**src/upstream_bus_map.svh**
```systemverilog
// Contract
// parity makes ad, cbe, parity ones even
// address parity driven the clock after address
// write parity valid one clock after ready
// read parity comes from target next clock
// parity released one cycle after ad
// parked bus drives valid levels on grant
// word moves when both readies sampled low
// data valid with ready, address at frame
// command in address phase, enables after
// frame held, dropped for final phase
// strobes driven high one cycle before release
// asserted ready held until phase completes
// no claim within five cycles aborts
// claim accepts, stop ends the transaction
// lock asserted one clock after address
// config select is the type 0 chip select
// request stays high two clocks before again
// bus released while reset is low
`ifndef UPSTREAM_BUS_MAP_SVH
`define UPSTREAM_BUS_MAP_SVH
`define CLK_PERIOD_NS 10
`define CLAIM_WAIT_CYCLES 5
`define REQ_IDLE_CYCLES 2
`define CMD_CFG_READ 4'hA
`define CMD_CFG_WRITE 4'hB
`endif

```
**src/upstream_bus_pkg.sv**
```systemverilog
package upstream_bus_pkg;
  typedef enum logic [3:0] {
    ST_IDLE, ST_REQ, ST_ADDR, ST_DATA, ST_LAST_HI, ST_TURN, ST_GAP
  } master_state_t;
endpackage : upstream_bus_pkg

```
**src/skid_buffer.sv**
```systemverilog
`timescale 1ns/1ps
module skid_buffer (
  input wire logic clk_i, // clock
  input wire logic resetn_i, // sync reset, low active
  input wire logic ce_i, // clock enable
  input wire logic in_valid_i, // word offered
  output logic in_ready_o, // room for a word
  input wire logic [31:0] in_data_i, // word in
  output logic out_valid_o, // word available
  input wire logic out_ready_i, // consumer takes
  output logic [31:0] out_data_o // word out
);
  logic [31:0] mem_r [0:1];
  logic [31:0] mem_nxt [0:1];
  logic wp_r, wp_nxt, rp_r, rp_nxt;
  logic [1:0] cnt_r, cnt_nxt;
  logic push, pop;
  always_comb
  begin
    push = in_valid_i && (cnt_r != 2'h2);
    pop = out_ready_i && (cnt_r != 2'h0);
    mem_nxt[0] = mem_r[0];
    mem_nxt[1] = mem_r[1];
    wp_nxt = wp_r;
    rp_nxt = rp_r;
    cnt_nxt = cnt_r;
    if (push)
    begin
      mem_nxt[wp_r] = in_data_i;
      wp_nxt = ~wp_r;
    end
    if (pop)
      rp_nxt = ~rp_r;
    if (push && !pop)
      cnt_nxt = cnt_r + 2'h1;
    else if (pop && !push)
      cnt_nxt = cnt_r - 2'h1;
  end
  always_ff @(posedge clk_i)
  begin
    if (!resetn_i)
    begin
      mem_r[0] <= 32'h0;
      mem_r[1] <= 32'h0;
      wp_r <= 1'b0;
      rp_r <= 1'b0;
      cnt_r <= 2'h0;
    end
    else if (ce_i)
    begin
      mem_r[0] <= mem_nxt[0];
      mem_r[1] <= mem_nxt[1];
      wp_r <= wp_nxt;
      rp_r <= rp_nxt;
      cnt_r <= cnt_nxt;
    end
  end
  assign in_ready_o = (cnt_r != 2'h2);
  assign out_valid_o = (cnt_r != 2'h0);
  assign out_data_o = mem_r[rp_r];
endmodule : skid_buffer

```
**src/upstream_bus_master.sv**
```systemverilog
`timescale 1ns/1ps
`include "upstream_bus_map.svh"
module upstream_bus_master (
  input wire logic clk_i, // bus clock
  input wire logic resetn_i, // sync reset, low active
  input wire logic ce_i, // clock enable
  input wire logic cmd_valid_i, // start one access
  output logic cmd_ready_o, // access accepted
  input wire logic [3:0] cmd_code_i, // bus command
  input wire logic [31:0] cmd_addr_i, // address
  input wire logic [3:0] cmd_be_i, // byte enables, all data phases
  input wire logic [3:0] cmd_len_i, // data phases minus one
  input wire logic cmd_lock_i, // run locked
  input wire logic cmd_cfg_sel_i, // raise config select, config read or write commands only
  input wire logic wr_valid_i, // write word offered
  output logic wr_ready_o, // write word taken
  input wire logic [31:0] wr_data_i, // write word
  output logic rd_valid_o, // read word out
  input wire logic rd_ready_i, // read consumer ready
  output logic [31:0] rd_data_o, // read word
  output logic done_o, // access ended, pulse
  output logic [1:0] status_o, // 0 ok, 1 abort, 2 stop
  output logic req_n_o, // bus request
  input wire logic gnt_n_i, // bus grant
  input wire logic [31:0] ad_i, // ad lines in
  output logic [31:0] ad_o, // ad lines out
  output logic ad_oe_n_o, // ad enable, low drives
  input wire logic [3:0] upstream_cmd_byte_en_i, // cbe in
  output logic [3:0] upstream_cmd_byte_en_o, // cbe out
  output logic cbe_oe_n_o, // cbe enable, low drives
  input wire logic upstream_parity_i, // parity in
  output logic upstream_parity_o, // parity out
  output logic par_oe_n_o, // parity enable, low drives
  input wire logic frame_n_i, // frame in
  output logic frame_n_o, // frame out
  output logic frame_oe_n_o, // frame enable, low drives
  output logic upstream_initiator_ready_n_o, // irdy out
  output logic irdy_oe_n_o, // irdy enable, low drives
  input wire logic upstream_target_ready_n_i, // trdy in
  input wire logic upstream_claim_n_i, // devsel in
  input wire logic stop_n_i, // stop in
  output logic lock_n_o, // lock out
  output logic lock_oe_n_o, // lock enable, low drives
  output logic upstream_config_select_o, // idsel to device
  output logic par_err_o // read parity mismatch, pulse
);
  upstream_bus_pkg::master_state_t st_r, st_nxt;
  logic [3:0] cnt_r, cnt_nxt;
  logic [2:0] wait_r, wait_nxt;
  logic [1:0] gap_r, gap_nxt;
  logic [31:0] ad_r, ad_nxt;
  logic [3:0] cbe_r, cbe_nxt;
  logic par_r, par_nxt, ad_oe_r, ad_oe_nxt, par_oe_r, par_oe_nxt;
  logic frame_r, frame_nxt, frame_oe_r, frame_oe_nxt;
  logic irdy_r, irdy_nxt, irdy_oe_r, irdy_oe_nxt;
  logic lock_r, lock_nxt, lock_oe_r, lock_oe_nxt;
  logic req_r, req_nxt, cmd_rdy_r, cmd_rdy_nxt, done_r, done_nxt;
  logic [1:0] stat_r, stat_nxt;
  logic idsel_r, idsel_nxt, write_r, write_nxt, claimed_r, claimed_nxt;
  logic [3:0] cmd_r, cmd_nxt, be_r, be_nxt;
  logic [31:0] addr_r, addr_nxt;
  logic lockreq_r, lockreq_nxt;
  logic chk_r, chk_nxt, perr_r, perr_nxt;
  logic [31:0] rdw_r;
  logic rdv_r, rdw_nxt_v;
  logic [31:0] rdw_nxt;
  logic rb_in_ready;
  logic xfer, last, wr_take, cbe_oe_r, cbe_oe_nxt;
  skid_buffer u_rd_buf (
    .clk_i(clk_i),
    .resetn_i(resetn_i),
    .ce_i(ce_i),
    .in_valid_i(rdv_r),
    .in_ready_o(rb_in_ready),
    .in_data_i(rdw_r),
    .out_valid_o(rd_valid_o),
    .out_ready_i(rd_ready_i),
    .out_data_o(rd_data_o)
  );
  // word moves only when both readies low
  assign xfer = !irdy_r && !upstream_target_ready_n_i && (st_r == upstream_bus_pkg::ST_DATA);
  assign last = (cnt_r == 4'h0);
  always_comb
  begin
    st_nxt = st_r;
    cnt_nxt = cnt_r;
    wait_nxt = wait_r;
    gap_nxt = gap_r;
    ad_nxt = ad_r;
    cbe_nxt = cbe_r;
    // parity of what was on the lines last cycle
    par_nxt = ^{ad_r, cbe_r};
    ad_oe_nxt = ad_oe_r;
    par_oe_nxt = ad_oe_r;
    frame_nxt = frame_r;
    frame_oe_nxt = frame_oe_r;
    irdy_nxt = irdy_r;
    irdy_oe_nxt = irdy_oe_r;
    lock_nxt = lock_r;
    lock_oe_nxt = lock_oe_r;
    req_nxt = req_r;
    cmd_rdy_nxt = 1'b0;
    done_nxt = 1'b0;
    stat_nxt = stat_r;
    idsel_nxt = idsel_r;
    write_nxt = write_r;
    claimed_nxt = claimed_r;
    cmd_nxt = cmd_r;
    be_nxt = be_r;
    addr_nxt = addr_r;
    lockreq_nxt = lockreq_r;
    wr_take = 1'b0;
    cbe_oe_nxt = cbe_oe_r;
    rdw_nxt = rdw_r;
    rdw_nxt_v = 1'b0;
    // read parity arrives the clock after the word
    chk_nxt = xfer && !write_r;
    perr_nxt = chk_r && (upstream_parity_i != ^{ad_r, cbe_r});
    // released lines are captured so that read parity can be checked
    if (!write_r && ad_oe_r)
      ad_nxt = ad_i;
    case (st_r)
      upstream_bus_pkg::ST_IDLE:
      begin
        // park on grant with valid levels
        ad_oe_nxt = gnt_n_i;
        cbe_oe_nxt = gnt_n_i;
        if (!gnt_n_i)
        begin
          ad_nxt = 32'h0;
          cbe_nxt = 4'h0;
        end
        if (cmd_valid_i && rb_in_ready)
        begin
          cmd_rdy_nxt = 1'b1;
          cmd_nxt = cmd_code_i;
          addr_nxt = cmd_addr_i;
          be_nxt = cmd_be_i;
          cnt_nxt = cmd_len_i;
          lockreq_nxt = cmd_lock_i;
          write_nxt = cmd_code_i[0];
          // type 0 config select
          idsel_nxt = cmd_cfg_sel_i &&
            (cmd_code_i == `CMD_CFG_READ || cmd_code_i == `CMD_CFG_WRITE);
          req_nxt = 1'b0;
          st_nxt = upstream_bus_pkg::ST_REQ;
        end
      end
      upstream_bus_pkg::ST_REQ:
      begin
        if (!gnt_n_i && frame_n_i && upstream_target_ready_n_i)
        begin
          // address and command in the frame cycle
          ad_nxt = addr_r;
          cbe_nxt = cmd_r;
          ad_oe_nxt = 1'b0;
          cbe_oe_nxt = 1'b0;
          frame_nxt = 1'b0;
          frame_oe_nxt = 1'b0;
          req_nxt = 1'b1;
          wait_nxt = 3'h0;
          claimed_nxt = 1'b0;
          st_nxt = upstream_bus_pkg::ST_ADDR;
        end
      end
      upstream_bus_pkg::ST_ADDR:
      begin
        cbe_nxt = be_r;
        irdy_oe_nxt = 1'b0;
        if (lockreq_r)
        begin
          lock_nxt = 1'b0;
          lock_oe_nxt = 1'b0;
        end
        if (write_r)
        begin
          if (wr_valid_i)
          begin
            ad_nxt = wr_data_i;
            irdy_nxt = 1'b0;
            wr_take = 1'b1;
          end
        end
        else
        begin
          ad_oe_nxt = 1'b1;
          irdy_nxt = 1'b0;
        end
        if (last && (!write_r || wr_valid_i))
          frame_nxt = 1'b1;
        st_nxt = upstream_bus_pkg::ST_DATA;
      end
      upstream_bus_pkg::ST_DATA:
      begin
        if (!upstream_claim_n_i)
          claimed_nxt = 1'b1;
        wait_nxt = wait_r + 3'h1;
        if (xfer)
        begin
          if (!write_r)
          begin
            rdw_nxt = ad_i;
            rdw_nxt_v = 1'b1;
          end
          if (last || !stop_n_i)
          begin
            stat_nxt = stop_n_i ? 2'h0 : 2'h2;
            st_nxt = upstream_bus_pkg::ST_LAST_HI;
          end
          else
          begin
            cnt_nxt = cnt_r - 4'h1;
            // on a normal transfer, frame only drops together with a ready initiator; a stop or abort drops it regardless
            if (cnt_r == 4'h1 && (!write_r || wr_valid_i))
              frame_nxt = 1'b1;
            if (write_r)
            begin
              irdy_nxt = !wr_valid_i;
              ad_nxt = wr_data_i;
              wr_take = wr_valid_i;
            end
          end
        end
        else if (!upstream_claim_n_i || claimed_r)
        begin
          // held once asserted until the phase ends
          if (irdy_r && write_r && wr_valid_i)
          begin
            irdy_nxt = 1'b0;
            ad_nxt = wr_data_i;
            wr_take = 1'b1;
            if (last)
              frame_nxt = 1'b1;
          end
          if (!stop_n_i)
          begin
            frame_nxt = 1'b1;
            if (!irdy_r)
            begin
              stat_nxt = 2'h2;
              st_nxt = upstream_bus_pkg::ST_LAST_HI;
            end
          end
        end
        else if (wait_r == 3'(`CLAIM_WAIT_CYCLES - 1))
        begin
          stat_nxt = 2'h1;
          st_nxt = upstream_bus_pkg::ST_LAST_HI;
        end
        if (st_nxt == upstream_bus_pkg::ST_LAST_HI)
        begin
          frame_nxt = 1'b1;
          irdy_nxt = 1'b1;
        end
      end
      upstream_bus_pkg::ST_LAST_HI:
      begin
        frame_oe_nxt = 1'b1;
        irdy_oe_nxt = 1'b1;
        ad_oe_nxt = 1'b1;
        cbe_oe_nxt = 1'b1;
        if (lockreq_r)
          lock_nxt = 1'b1;
        st_nxt = upstream_bus_pkg::ST_TURN;
      end
      upstream_bus_pkg::ST_TURN:
      begin
        lock_oe_nxt = 1'b1;
        idsel_nxt = 1'b0;
        done_nxt = 1'b1;
        gap_nxt = 2'h0;
        st_nxt = upstream_bus_pkg::ST_GAP;
      end
      upstream_bus_pkg::ST_GAP:
      begin
        gap_nxt = gap_r + 2'h1;
        if (gap_r == 2'(`REQ_IDLE_CYCLES - 2))
          st_nxt = upstream_bus_pkg::ST_IDLE;
      end
      default:
        st_nxt = upstream_bus_pkg::ST_IDLE;
    endcase
  end
  always_ff @(posedge clk_i)
  begin
    if (!resetn_i)
    begin
      // bus lines released while reset holds
      st_r <= upstream_bus_pkg::ST_IDLE;
      cnt_r <= 4'h0;
      wait_r <= 3'h0;
      gap_r <= 2'h0;
      ad_r <= 32'h0;
      cbe_r <= 4'h0;
      par_r <= 1'b0;
      ad_oe_r <= 1'b1;
      cbe_oe_r <= 1'b1;
      par_oe_r <= 1'b1;
      frame_r <= 1'b1;
      frame_oe_r <= 1'b1;
      irdy_r <= 1'b1;
      irdy_oe_r <= 1'b1;
      lock_r <= 1'b1;
      lock_oe_r <= 1'b1;
      req_r <= 1'b1;
      cmd_rdy_r <= 1'b0;
      done_r <= 1'b0;
      stat_r <= 2'h0;
      idsel_r <= 1'b0;
      write_r <= 1'b0;
      claimed_r <= 1'b0;
      cmd_r <= 4'h0;
      be_r <= 4'h0;
      addr_r <= 32'h0;
      lockreq_r <= 1'b0;
      chk_r <= 1'b0;
      perr_r <= 1'b0;
      rdw_r <= 32'h0;
      rdv_r <= 1'b0;
    end
    else if (ce_i)
    begin
      st_r <= st_nxt;
      cnt_r <= cnt_nxt;
      wait_r <= wait_nxt;
      gap_r <= gap_nxt;
      ad_r <= ad_nxt;
      cbe_r <= cbe_nxt;
      par_r <= par_nxt;
      ad_oe_r <= ad_oe_nxt;
      cbe_oe_r <= cbe_oe_nxt;
      par_oe_r <= par_oe_nxt;
      frame_r <= frame_nxt;
      frame_oe_r <= frame_oe_nxt;
      irdy_r <= irdy_nxt;
      irdy_oe_r <= irdy_oe_nxt;
      lock_r <= lock_nxt;
      lock_oe_r <= lock_oe_nxt;
      req_r <= req_nxt;
      cmd_rdy_r <= cmd_rdy_nxt;
      done_r <= done_nxt;
      stat_r <= stat_nxt;
      idsel_r <= idsel_nxt;
      write_r <= write_nxt;
      claimed_r <= claimed_nxt;
      cmd_r <= cmd_nxt;
      be_r <= be_nxt;
      addr_r <= addr_nxt;
      lockreq_r <= lockreq_nxt;
      chk_r <= chk_nxt;
      perr_r <= perr_nxt;
      rdw_r <= rdw_nxt;
      rdv_r <= rdw_nxt_v;
    end
  end
  assign cmd_ready_o = cmd_rdy_r;
  assign wr_ready_o = wr_take;
  assign done_o = done_r;
  assign status_o = stat_r;
  assign req_n_o = req_r;
  assign ad_o = ad_r;
  assign ad_oe_n_o = ad_oe_r;
  assign upstream_cmd_byte_en_o = cbe_r;
  assign cbe_oe_n_o = cbe_oe_r;
  assign upstream_parity_o = par_r;
  assign par_oe_n_o = par_oe_r;
  assign frame_n_o = frame_r;
  assign frame_oe_n_o = frame_oe_r;
  assign upstream_initiator_ready_n_o = irdy_r;
  assign irdy_oe_n_o = irdy_oe_r;
  assign lock_n_o = lock_r;
  assign lock_oe_n_o = lock_oe_r;
  assign upstream_config_select_o = idsel_r;
  assign par_err_o = perr_r;
endmodule : upstream_bus_master

```
**config.mk**
```make
export PLATFORM = sky130hd
export DESIGN_NAME = upstream_bus_master
export DESIGN_NICKNAME = d
export VERILOG_FILES = /design/src/upstream_bus_pkg.sv /design/src/skid_buffer.sv /design/src/upstream_bus_master.sv
export VERILOG_INCLUDE_DIRS = /design/src
export SDC_FILE = /design/constraint.sdc
export NUM_CORES = 1
export LEC_CHECK = 0
export BUFFER_PORTS_ARGS = -buffer_cell sky130_fd_sc_hd__buf_4
export CAP_MARGIN = 20
export CORE_ASPECT_RATIO = 1.5
export CORE_MARGIN = 10
export CORE_UTILIZATION = 55
export DETAILED_ROUTE_END_ITERATION = 16
export PLACE_DENSITY_LB_ADDON = 0.2
export SETUP_SLACK_MARGIN = 0.02
export SLEW_MARGIN = 20
export SYNTH_ARGS = -nofsm -noshare
export SYNTH_HDL_FRONTEND = slang
export SYNTH_SLANG_ARGS = --single-unit
```
**constraint.sdc**
```tcl
create_clock -name clk_i -period 8.2 [get_ports clk_i]
set_clock_uncertainty 0.1 [all_clocks]
set_input_delay 1.23 -clock clk_i [delete_from_list [all_inputs] [get_ports clk_i]]
set_output_delay 1.23 -clock clk_i [all_outputs]
set_load 0.1 [all_outputs]
```
== Yosys cells after proc, flatten, opt, wreduce, memory -nomap -nowiden ==
Memory sizes are Yosys's and may differ from the RTL's. A register that Yosys moved wholly into a read port is not among the register bits.
Index checks and enable logic that the tools add are counted.

* Equality and inequality tests: 35
* Reduce and logical (&&, ||, !) cells: 73
* Bitwise operators: 6
* $lt $le $gt $ge: 2
* Add/sub/neg operators: 5
* Multiplexer cells: 103

{| class="wikitable"
|+ Operators with widths
! operator !! number
|-
| $mux 32 || 13
|-
| $pmux 32 s4 || 1
|-
| $bwmux 64 || 1
|-
| $mux 64 || 1
|-
| $mux 4 || 15
|-
| $mux 1 || 44
|-
| $reduce_xor 36->1 || 1
|-
| $demux 32 s1 || 1
|-
| $pmux 4 s7 || 1
|-
| $reduce_and 4->1 || 7
|-
| $ne 2x2->1 const B || 12
|-
| $reduce_bool 2->1 || 11
|-
| $logic_and 1x1->1 || 18
|-
| $mux 2 || 9
|-
| $pmux 1 s2 || 9
|-
| $reduce_and 3->1 || 6
|-
| $eq 4x3->1 const B || 4
|-
| $ne 4x2->1 const B || 3
|-
| $pmux 4 s3 || 1
|-
| $reduce_bool 3->1 || 4
|-
| $reduce_and 2->1 || 5
|-
| $logic_not 1->1 || 9
|-
| $ne 3x3->1 const B || 3
|-
| $reduce_and 9->1 || 1
|-
| 31 further kinds || 44
|}

* Register bits after elaboration: 147
* Output and inout port bits: 87
* Input port bits: 126
* RAM bits: 64
* Word-level logic and storage cells: 259
* Memories kept: 1

{| class="wikitable"
|+ Memories
! memory !! depth !! width !! rd ports !! clocked after memory_dff !! wr ports !! RTL line !! source
|-
| u_rd_buf.mem_r || 2 || 32 || 3 || 1 || 2 || skid_buffer.sv:13 || <nowiki>logic [31:0] mem_r [0:1];</nowiki>
|}

== Depth between registers and ports, before layout ==
Gate-level depths: netlist of the first run.

* Word-level depth: 8
* Depth in mapped cells: 10
* Depth with buffers taken out: 8

== Cells and area by module ==
A second synthesis of the first run with hierarchy kept.

* Cell total of the unflattened synthesis: 1164
* Area, all modules: 10820.4 um2

{| class="wikitable"
|+ By module, submodules not included
! module !! cells each !! seq. area each (um2) !! times used !! area each (um2)
|-
| upstream_bus_master || 893 || 2842.7 || 1 || 7277.0
|-
| skid_buffer || 271 || 2021.9 || 1 || 3543.4
|}

== Worst setup path before layout of the first run ==
Ideal clock, no wire load.

* Path type: in2out
* From: input port upstream_target_ready_n_i
* To: output port wr_ready_o
* Data arrival time: 2.710 ns
* Slack: 4.160 ns
* Buffers on the path: 0
* Stages on the path: 3
* Required time: 6.870 ns
* Cell sequence: or2_1 > a2111oi_4 > o311a_1

* Cells in the longest elaborated chain, start to end: 5

{| class="wikitable"
|+ Ends and longest elaborated chain
! what !! RTL line !! source
|-
| start: declaration || upstream_bus_master.sv:39 || <nowiki>input wire logic upstream_target_ready_n_i,</nowiki>
|-
| $logic_not 1->1 || upstream_bus_master.sv:81 || <nowiki>assign xfer = !irdy_r && !upstream_target_ready_n_i && (st_r == upstream_bus_pkg::ST_DATA);</nowiki>
|-
| $logic_and 1x1->1 (2 in a row) || upstream_bus_master.sv:81 ||
|-
| $mux 1 || upstream_bus_master.sv:198 || <nowiki>if (xfer)</nowiki>
|-
| $pmux 1 s2 || upstream_bus_master.sv:122 || <nowiki>case (st_r)</nowiki>
|-
| end: declaration || upstream_bus_master.sv:16 || <nowiki>output logic wr_ready_o,</nowiki>
|}

No other way between the ends.

== Worst setup path after layout of the first run ==
* From: register st_r[0]
* To: output port wr_ready_o

* Cells in the longest elaborated chain, start to end: 4
* Elaborated cells between the ends (all ways): 5
* Classes of those cells: eq/ne: 2; mux: 2; reduce/logical: 1

{| class="wikitable"
|+ Ends and longest elaborated chain
! what !! RTL line !! source
|-
| start: declaration || upstream_bus_master.sv:47 || <nowiki>upstream_bus_pkg::master_state_t st_r, st_nxt;</nowiki>
|-
| start signal: assignment || upstream_bus_master.sv:289 || <nowiki>st_r <= upstream_bus_pkg::ST_IDLE;</nowiki>
|-
| start signal: assignment || upstream_bus_master.sv:323 || <nowiki>st_r <= st_nxt;</nowiki>
|-
| $eq 4x2->1 || upstream_bus_master.sv:81, upstream_bus_master.sv:122 ||
|-
| $logic_and 1x1->1 || upstream_bus_master.sv:81 ||
|-
| $mux 1 || upstream_bus_master.sv:198 ||
|-
| $pmux 1 s2 * || upstream_bus_master.sv:122 ||
|}

Every way passes the cells marked *; elsewhere a longest branch is shown, timed or not.

==> flow_metrics.tcl, run 1 <==
set metrics [dict create \
    drt_iter0_drc 631 \
    syn_area_per_cell_um2 9.33 \
    clk_pin_slew_worst_paths_ns 0.06 \
    first_pass_iters 5 \
    startpoint_type "flop" \
    pwr-share-seq_pct 41.8 \
    ios 213 \
    fin_crit_ns 4.24 \
    io_buffers 208 \
    htreeDepth 1 \
    combPwrFrac_pct 25.9 \
    first_global_vias 9134 \
    cts.root.buffer_cell "clkbuf_16" \
    die_area_um2 25800 \
    power_density_nw_per_um2 216 \
    outcome "finished, final reports clean" \
    peakVddDrop_v 0.000212 \
    row_count 62 \
    fill_cells 1630 \
    vias 9132 \
    hp-start "irdy_oe_n_o$_SDFFE_PN1P_" \
    synth_seq_cells 211 \
    synth_edf_count 64 \
    initial_utilization_pct 56.2 \
    slew_headroom_pct 25.1 \
    hp-class "flop to flop" \
    criticalPathCategory "flop to output pin" \
    cts.repair.resized 0 \
    r2r_slack_ns 4.52 \
    yosysWarnings 0 \
    maxSlewViolCount 0 \
    cp.arrival_ns 2.91 \
    max_freq_ghz 0.236 \
    hold_viol 0 \
    wl_per_cell_um 19.7 \
    worst_slew_pin_slew_ns 1.12 \
    clkPwrFrac_pct 32.3 \
    worstPathMaxFanout 23 \
    grt.total_usage_pct 23.3 \
    routed_via_density 5.78 \
    grt_pass1_wl_mm 49.0 \
    gp_congestion 0.922 \
    final_nets 1439 \
    grt_max_degree 95 \
    worstHoldEndpoint "irdy_oe_n_o$_SDFFE_PN1P_" \
    worstSkewPairLatency_ns 0.50 \
    cts_hold_buf 0 \
    r2r_end "ad_o[10]$_SDFFE_PN0P_" \
    synth_cells 1158 \
    synthesis.area_um2 10800 \
    fp.dieW_um 134 \
    cts_made_buffers 20 \
    core_um2 19200 \
    clockBufferDepth 3 \
    synth_ff_type "dfxtp_1" \
    switching_power_uw 927 \
    setup_tns_ns 0 \
    die_y_um 192 \
    drive_above_1_share_pct 22.5 \
    postSynth.asyncResetShare_pct 0 \
    synth_nets 1290 \
    setup_viol 0 \
    p_int_uw 1900 \
    cts_sinks 211 \
    reg2regPathDepth 7 \
    power_uw 2830 \
    critPathRequiredTime_ns 6.87 \
    postCtsSetupRepairBufs 0 \
    reg2reg_from "st_r[0]$_SDFFE_PN0P_" \
    ys_types 66 \
    endpoint_kind "output pin" \
    grt_overflow 0 \
    holdPathStages 1 \
    leakagePower_uw 0.00498 \
    drcViolationCount 0 \
    syn2layout_area_growth_pct 21.1 \
    ant_nets 0 \
    ys_seq_area_share_pct 45.0 \
    rsz0062_at_grt "no" \
    antenna_found_initial 2 \
    place_hpwl_mm 21.2 \
    cts_tree "done" \
    drv_cap 0 \
    fin_crit_sh_pct 51.7 \
    switching_share_pct 32.7 \
    wirelength_mm 31.1 \
]
==> metrics by stage <==
stage	utilization (%)	instances	instance area, um2	setup WS (ns)	hold WS, ns
CTS	68.0	1577	13100	3.98	0.356
finish	68.0	1579	13100	3.96	0.353
global route	68.0	1578	13100	3.80	0.376
detailed placement	64.7	1541	12400	4.33	0.342
floorplan	-	1158	10800	4.16	0.335
global placement	64.7	1541	12400	4.28	0.339
==> power groups by stage <==
stage	Clock [uW]	Sequential (uW)	Combinational [uW]
after floorplan	0	1340	406
after global placement	0	1200	729
after detailed placement	0	1200	735
after CTS	927	1180	737
after global routing	971	1190	786
final	915	1180	734
==> worst max path at each step <==
| stage | slack [ns] | cells past startpoint | to | startpoint |
|---|---|---|---|---|
| floorplan | 4.16 | 3 | wr_ready_o | upstream_target_ready_n_i |
| detailed placement | 4.33 | 5 | wr_ready_o | upstream_target_ready_n_i |
| global route | 3.80 | 4 | wr_ready_o | st_r[0]$_SDFFE_PN0P_ |
| CTS | 3.98 | 4 | wr_ready_o | st_r[0]$_SDFFE_PN0P_ |
| global placement | 4.28 | 4 | u_rd_buf.mem_r[1][23]$_SDFFCE_PN0P_ | resetn_i |
| finish | 3.96 | 4 | wr_ready_o | st_r[0]$_SDFFE_PN0P_ |
==> placed cells by master (no fill, tap or decap), types with 5 or more instances in the layout <==
master / Yosys / routed
nor2_1: 118 / 117
nand2b_1: 7 / 7
mux2_2: 32 / 32
a22o_1: 5 / 5
buf_4: 0 / 220
dfxtp_1: 147 / 146
nand3_1: 16 / 15
a21oi_1: 45 / 45
a21boi_1: 73 / 73
xnor2_1: 34 / 34
nand2_1: 184 / 181
clkbuf_16: 0 / 21
a21boi_0: 8 / 8
mux2i_1: 106 / 106
inv_1: 8 / 8
o22a_1: 32 / 32
and2_1: 16 / 16
nor3_1: 10 / 10
edfxtp_1: 64 / 64
a221oi_1: 32 / 32
ha_1: 6 / 6
nor2b_1: 17 / 16
o21ai_0: 40 / 40
==> critical path: stages (launching register included) <==
cell and delay [ns]:
dfxtp_1 0.85, nand4bb_1 0.55, a2111oi_4 0.48, o311a_1 0.23, buf_4 0.30
==> routing by layer <==
layer	GRT usage (%)	wire length [um]	share of wire [%]	up-vias
li1	-	-	-	4396
met1	26.5	12000	39	4364
met2	41.4	15900	51	307
met3	5.13	2120	6.8	65
met4	8.82	1090	3.5	0
met5	0	0	0	-
==> sequential cells by signal, summed over array words and instances, names as in the netlist, 2 cells and up, named ones only <==
name	flops
wait_r	3
cnt_r	4
cmd_r	4
upstream_cmd_byte_en_o	4
rdw_r	32
st_r	4
ad_o	32
status_o	2
u_rd_buf.cnt_r	2
u_rd_buf.mem_r	64
be_r	4
addr_r	32
gap_r	2
==> Yosys cell counts (all sizes together) (3+ instances only) <==
library cell | instances | area (um2)
nor3 | 10 | 50.1
inv | 8 | 30.0
o22a | 32 | 280
mux2 | 32 | 360
nor3b | 4 | 30.0
and2 | 16 | 100
nand3 | 16 | 80.1
xor2 | 4 | 35.0
a21boi | 81 | 608
clkbuf | 65 | 244
nand2 | 184 | 691
a31oi | 5 | 37.5
edfxtp | 64 | 1920
a22o | 5 | 43.8
a2111oi | 3 | 63.8
xnor2 | 34 | 298
buf | 28 | 148
ha | 6 | 75.1
a21oi | 45 | 225
or3 | 4 | 25.0
or2 | 4 | 25.0
nor2b | 17 | 106
a221oi | 32 | 280
nor2 | 118 | 443
mux2i | 106 | 1060
nand2b | 7 | 43.8
a21o | 3 | 22.5
o21ai | 44 | 224
dfxtp | 147 | 2940
==> final cells by class <==
class	count	area (um2)	area share, %
inverters	8	30.0	0.229
clock buffers	26	564	4.31
well taps	256	320	2.45
repair buffers	220	1650	12.6
flip-flops and latches	211	4870	37.2
clock inverters	10	72.6	0.555
diodes	2	5.00	0.0382
multi-input cells	846	5570	42.6
==> logic make-up after synthesis <==
logic type      after synthesis  share of synthesized area [%]
mux                         138                           13.2
xor+xnor                     39                           3.29
fa+ha+maj                     6                          0.695
simple gates                392                           15.7
compound gates              271                           18.2
buf+inv                     101                           3.90
flops                       211                           45.0
Power figures use the tool's default switching activity.
==> run 2: changes to the inputs <==
Settings changed: CORE_UTILIZATION 55 to 50.
Clock period 8.2 ns to 3.7 ns, I/O delays scaled along.
==> flow_metrics.tcl, run 2 (synthesis gave the netlist of run 1 again) <==
set metrics [dict create \
    outcome "finished, final reports clean" \
    drcViolationCount 0 \
    fin_crit_ns 2.98 \
    hp-class "primary input to flop" \
    syn2layout_area_growth_pct 22.8 \
    finalWorstSetupSlack_ns 0.716 \
    ios 213 \
    cts_sinks 211 \
    cp.arrival_ns 3.31 \
    layout_commonest_cell "buf_4" \
    r2r_end "ad_o[15]$_SDFFE_PN0P_" \
    core_um2 21100 \
    layout_common_cells "buf_4, nand2_1, dfxtp_1" \
    die_y_um 200 \
    rsz0062_at_grt "no" \
    reg2reg_from "st_r[3]$_SDFFE_PN0P_" \
    max_freq_ghz 0.335 \
    cts_made_buffers 21 \
    holdPathStages 3 \
    met2_usage_pct 38.6 \
    grt_overflow 0 \
    top_register "u_rd_buf.mem_r" \
    final_nets 1452 \
    gp_congestion 0.874 \
    clockBufferDepth 3 \
    cts_tree "done" \
    critPathRequiredTime_ns 4.02 \
    grt.total_usage_pct 21.7 \
    io_buffers 208 \
    first_pass_iters 7 \
    power_density_nw_per_um2 484 \
    cts.root.buffer_cell "clkbuf_16" \
    criticalPathCategory "flop to flop" \
    wl_per_cell_um 20.0 \
    setup_tns_ns 0 \
    drv_cap 0 \
    die_area_um2 28000 \
    antenna_found_initial 2 \
    clk_pin_slew_worst_paths_ns 0.07 \
    cts_hold_buf 0 \
    largest_reg_flops 64 \
    first_global_vias 9253 \
    worstHoldEndpoint "addr_r[17]$_SDFFE_PN0P_" \
    worstPathMaxFanout 31 \
    reg2regPathDepth 8 \
    postCtsSetupRepairBufs 0 \
    startpoint_type "flop" \
    grtUsageMet1_pct 25.8 \
    place_hpwl_mm 22.2 \
    pre_cts_ws_ns 0.550 \
    grt_pass1_wl_mm 50.3 \
    wirelength_mm 32.1 \
    met3_usage_pct 3.93 \
    drt_iter0_drc 593 \
    leakagePower_uw 0.00507 \
    fp.dieW_um 140 \
    peakVddDrop_v 0.000451 \
    row_count 65 \
    grt_max_degree 77 \
    initial_utilization_pct 51.1 \
    worstSkewPairLatency_ns 0.50 \
    routed_via_density 5.72 \
    maxSlewViolCount 0 \
    drive_above_1_share_pct 23.4 \
    cts.repair.resized 0 \
    r2r_slack_ns 0.72 \
    vias 9183 \
    worst_slew_pin_slew_ns 1.12 \
    ant_nets 0 \
    hp-start "cmd_addr_i[17]" \
    gr-max-usage-layer "met2" \
    hold_viol 0 \
    htreeDepth 1 \
    fin_crit_sh_pct 80.7 \
    endpoint_kind "flop" \
    slew_headroom_pct 25.1 \
    setup_viol 0 \
]
## run 2: cell count changes in the layout (fill, tap and decap cells not counted), sizes merged
| cell | before | now |
|---|---|---|
| clkbuf | 26 | 33 |
| buf | 220 | 232 |
| inv | 8 | 9 |
| clkinvlp | 1 | 0 |
| clkinv | 8 | 3 |
## run 2: per-layer routing
metal	share of wire [%]	wire length, um
met5	0	0
met2	51	16400
met4	2.8	904
met1	40	12900
met3	6.1	1970
## run 2: power by group
| group | internal (uW) | switching (uW) |
|---|---|---|
| registers | 2510 | 103 |
| logic | 590 | 1090 |
| clock network | 1230 | 888 |
| total | 4330 | 2080 |
## run 2: worst max-delay path: stages, from the launching register on
cell and delay (ns):
dfxtp_1 0.44, nand4bb_1 0.24, buf_4 0.19, a2111oi_4 0.30, o21ai_2 0.17, o21ai_4 0.88
a221oi_1 0.20, o22a_1 0.24, a21oi_1 0.15
## run 2: how the worst max path moves through the flow
stage                                    startpoint                                 end  slack [ns]  depth (start not counted)
after floorplan                            resetn_i  u_rd_buf.mem_r[0][0]$_SDFFCE_PN0P_        0.56                          4
after global placement    upstream_target_ready_n_i               ad_o[25]$_SDFFE_PN0P_        0.61                          8
after detailed placement  upstream_target_ready_n_i               ad_o[17]$_SDFFE_PN0P_        0.55                          8
after CTS                     cnt_r[0]$_SDFFE_PN0P_               ad_o[11]$_SDFFE_PN0P_        0.73                          8
after global routing           st_r[3]$_SDFFE_PN0P_                ad_o[6]$_SDFFE_PN0P_        0.50                          8
final                          st_r[3]$_SDFFE_PN0P_               ad_o[15]$_SDFFE_PN0P_        0.72                          8
## run 2: stage by stage
step	instances	power, uW	utilization (%)	hold slack, ns	area, um2
after global placement	1564	4330	59.4	0.340	12600
after detailed placement	1564	4350	59.4	0.345	12600
final	1605	6420	62.8	0.202	13300
after floorplan	1158	3870	-	0.335	10800
after CTS	1602	6460	62.6	0.185	13200
after global routing	1605	6660	62.8	0.193	13300
## run 2: layout make-up
type | instances | area (um2)
Tap cell | 268 | 335
Timing Repair Buffer | 232 | 1780
Sequential cell | 211 | 4870
Clock buffer | 33 | 624
Clock inverter | 5 | 57.6
Antenna cell | 2 | 5.00
Multi-Input combinational cell | 846 | 5570
Inverter | 8 | 30.0
Fill cell | 1867 | 7880
==> run 3: changes to the inputs <==
Settings changed: ABC_AREA from default to 1, CORE_UTILIZATION 50 to 55.
Clock period 3.7 ns to 3 ns, I/O delays scaled along.
==> flow_metrics.tcl, run 3 <==
set metrics [dict create \
    outcome "finished, final reports clean" \
    hp-class "primary input to flop" \
    critPathRequiredTime_ns 2.45 \
    first_pass_iters 5 \
    clk_pin_slew_worst_paths_ns 0.07 \
    postSynth.asyncResetShare_pct 0 \
    pre_cts_ws_ns 0.621 \
    combPwrFrac_pct 21.7 \
    p_int_uw 5150 \
    synth_seq_cells 211 \
    drv_cap 0 \
    worst_slew_pin_slew_ns 0.988 \
    power_density_nw_per_um2 558 \
    switching_power_uw 2390 \
    ant_nets 0 \
    layout_common_cells "nand2_1, buf_4, o21ai_0" \
    grt_pass1_wl_mm 53.3 \
    core_um2 19800 \
    cts_made_buffers 21 \
    rsz0062_at_grt "no" \
    synthesis.area_um2 11100 \
    seqCellArea_um2 4870 \
    cp_slowest_cell "dfxtp_1" \
    drt_iter0_drc 1053 \
    antennaDiodeCount 0 \
    fin_crit_sh_pct 93.1 \
    slew_headroom_pct 34.0 \
    startpoint_type "flop" \
    ys_types 43 \
    place_hpwl_mm 24.1 \
    syn2layout_area_growth_pct 22.0 \
    fin_crit_ns 2.79 \
    cts.root.buffer_cell "clkbuf_16" \
    clkPwrFrac_pct 35.9 \
    fp.dieW_um 136 \
    cpPeakStageDelay_ns 0.37 \
    routed_via_density 5.45 \
    grt_overflow 0 \
    finalWorstSetupSlack_ns 0.206 \
    grt_max_degree 92 \
    ys_seq_area_share_pct 43.9 \
    worstSkewPairLatency_ns 0.50 \
    leakagePower_uw 0.00585 \
    worstPathMaxFanout 4 \
    postCtsSetupRepairBufs 0 \
    maxSlewViolCount 0 \
    yosysWarnings 0 \
    htreeDepth 1 \
    wl_per_cell_um 16.6 \
    cts_sinks 211 \
    path_cells "inv_1, ha_1, a21oi_1, nand3_2, a21oi_2, nand3_1, nand2_1, buf_4" \
    synth_nets 1705 \
    setup_tns_ns 0 \
    synth_top_area_share_pct 26.6 \
    initial_utilization_pct 56.0 \
    grt.total_usage_pct 24.5 \
    first_global_vias 10500 \
    drcViolationCount 0 \
    io_buffers 208 \
    hold_viol 0 \
    max_freq_ghz 0.358 \
    setup_viol 0 \
    pwr-share-seq_pct 42.4 \
    wirelength_mm 33.3 \
    endpoint_kind "output pin" \
    yosysMostFrequentCell "nand2_1" \
    cp.arrival_ns 2.24 \
    antenna_found_initial 0 \
    die_y_um 194 \
    row_count 63 \
    largest_reg_flops 64 \
    synth_cells 1573 \
    multi_input_area_um2 5180 \
    drive_above_1_share_pct 17.2 \
    ios 213 \
    cts_tree "done" \
    cts.repair.resized 0 \
    synth_common_cells "nand2_1, o21ai_0, a21oi_1" \
    layout_commonest_cell "nand2_1" \
    finalNonFillerCells 2011 \
    yosys-top-cells-area "dfxtp_1, edfxtp_1, nand2_1, o21ai_0, a21oi_1" \
    finish.utilization_pct 68.3 \
    synth_edf_count 64 \
    vias 11000 \
    synth_top_area_cell "dfxtp_1" \
    peakVddDrop_v 0.000451 \
    clockBufferDepth 3 \
    criticalPathCategory "flop to output pin" \
    die_area_um2 26300 \
    fill_cells 1790 \
    final_nets 1868 \
    syn_area_per_cell_um2 7.04 \
    synth_ff_type "dfxtp_1" \
    switching_share_pct 31.7 \
    placed_cells 1973 \
    top_register "u_rd_buf.mem_r" \
    cts_hold_buf 0 \
    gp_congestion 0.932 \
]
==> run 3: cell count changes in the layout (fill, tap and decap cells not counted), sizes merged, moves of 28 or more <==
cell    change
a21boi     -80
a21oi     +163
a221oi     -28
inv       +161
mux2       -30
mux2i     -106
nand2     +243
nand3      +48
o21ai     +185
o22a       -32
xnor2      -28
==> run 3: worst paths after layout <==
| check | startpoint | endpoint | depth (start not counted) | slack (ns) |
|---|---|---|---|---|
| worst max-delay path | cnt_r[0]$_SDFFE_PN0P_ | wr_ready_o | 8 | 0.21 |
| worst min-delay path | cmd_addr_i[25] | addr_r[25]$_SDFFE_PN0P_ | 3 | 0.07 |
| worst max register to register | cnt_r[0]$_SDFFE_PN0P_ | ad_o[16]$_SDFFE_PN0P_ | 12 | 0.61 |
| worst min register to register | frame_oe_n_o$_SDFFE_PN1P_ | frame_oe_n_o$_SDFFE_PN1P_ | 2 | 0.35 |
==> run 3: per-stage QoR <==
step / total power, uW / area [um2] / hold WS (ns)
after floorplan: 4390 / 11100 / 0.330
after global placement: 4860 / 12800 / 0.333
after detailed placement: 4880 / 12800 / 0.335
after CTS: 7570 / 13500 / 0.0642
after global routing: 7840 / 13500 / 0.0699
final: 7540 / 13500 / 0.0710
==> run 3: logic make-up after synthesis <==
| logic type | after synthesis | synth area share, % |
|---|---|---|
| buffers and inverters | 260 | 9.27 |
| AND/OR/NAND/NOR | 606 | 22.4 |
| flip-flops | 211 | 43.9 |
| adder cells (fa/ha/maj) | 6 | 0.678 |
| multiplexers | 2 | 0.203 |
| AO/OA/AOI/OAI | 477 | 22.6 |
| XOR/XNOR | 11 | 0.870 |
==> run 3: layout make-up <==
type | instances | area share (%)
clock buffers | 32 | 4.59
flip-flops and latches | 211 | 36.0
inverters | 170 | 4.74
clock inverters | 6 | 0.676
multi-input cells | 1102 | 38.4
repair buffers | 230 | 13.2
well taps | 260 | 2.41
==> run 3: power by group through the flow <==
stage          Sequential (uW)  Combinational (uW)  Clock [uW]
2_1_floorplan             3590                 801           0
3_3_place_gp              3250                1610           0
3_5_place_dp              3250                1630           0
4_1_cts                   3190                1640        2740
5_1_grt                   3210                1780        2850
6_report                  3190                1640        2710
==> run 3: routing by layer <==
metal / GRT usage (%) / routed length, um / up-vias
li1: - / - / 5517
met5: 0 / 0 / -
met1: 28.3 / 12500 / 4929
met3: 4.82 / 2580 / 70
met4: 10.4 / 1380 / 0
met2: 42.5 / 16900 / 436
==> run 3: worst max-delay path, delay by kind of cell, from the launching register on <==
family,cells,cell delay [ns]
DFF,1,0.37
buffers and inverters,2,0.38
and+or+nand+nor,3,0.34
AOI/OAI and AO/OA,2,0.42
adders and majority gates,1,0.24
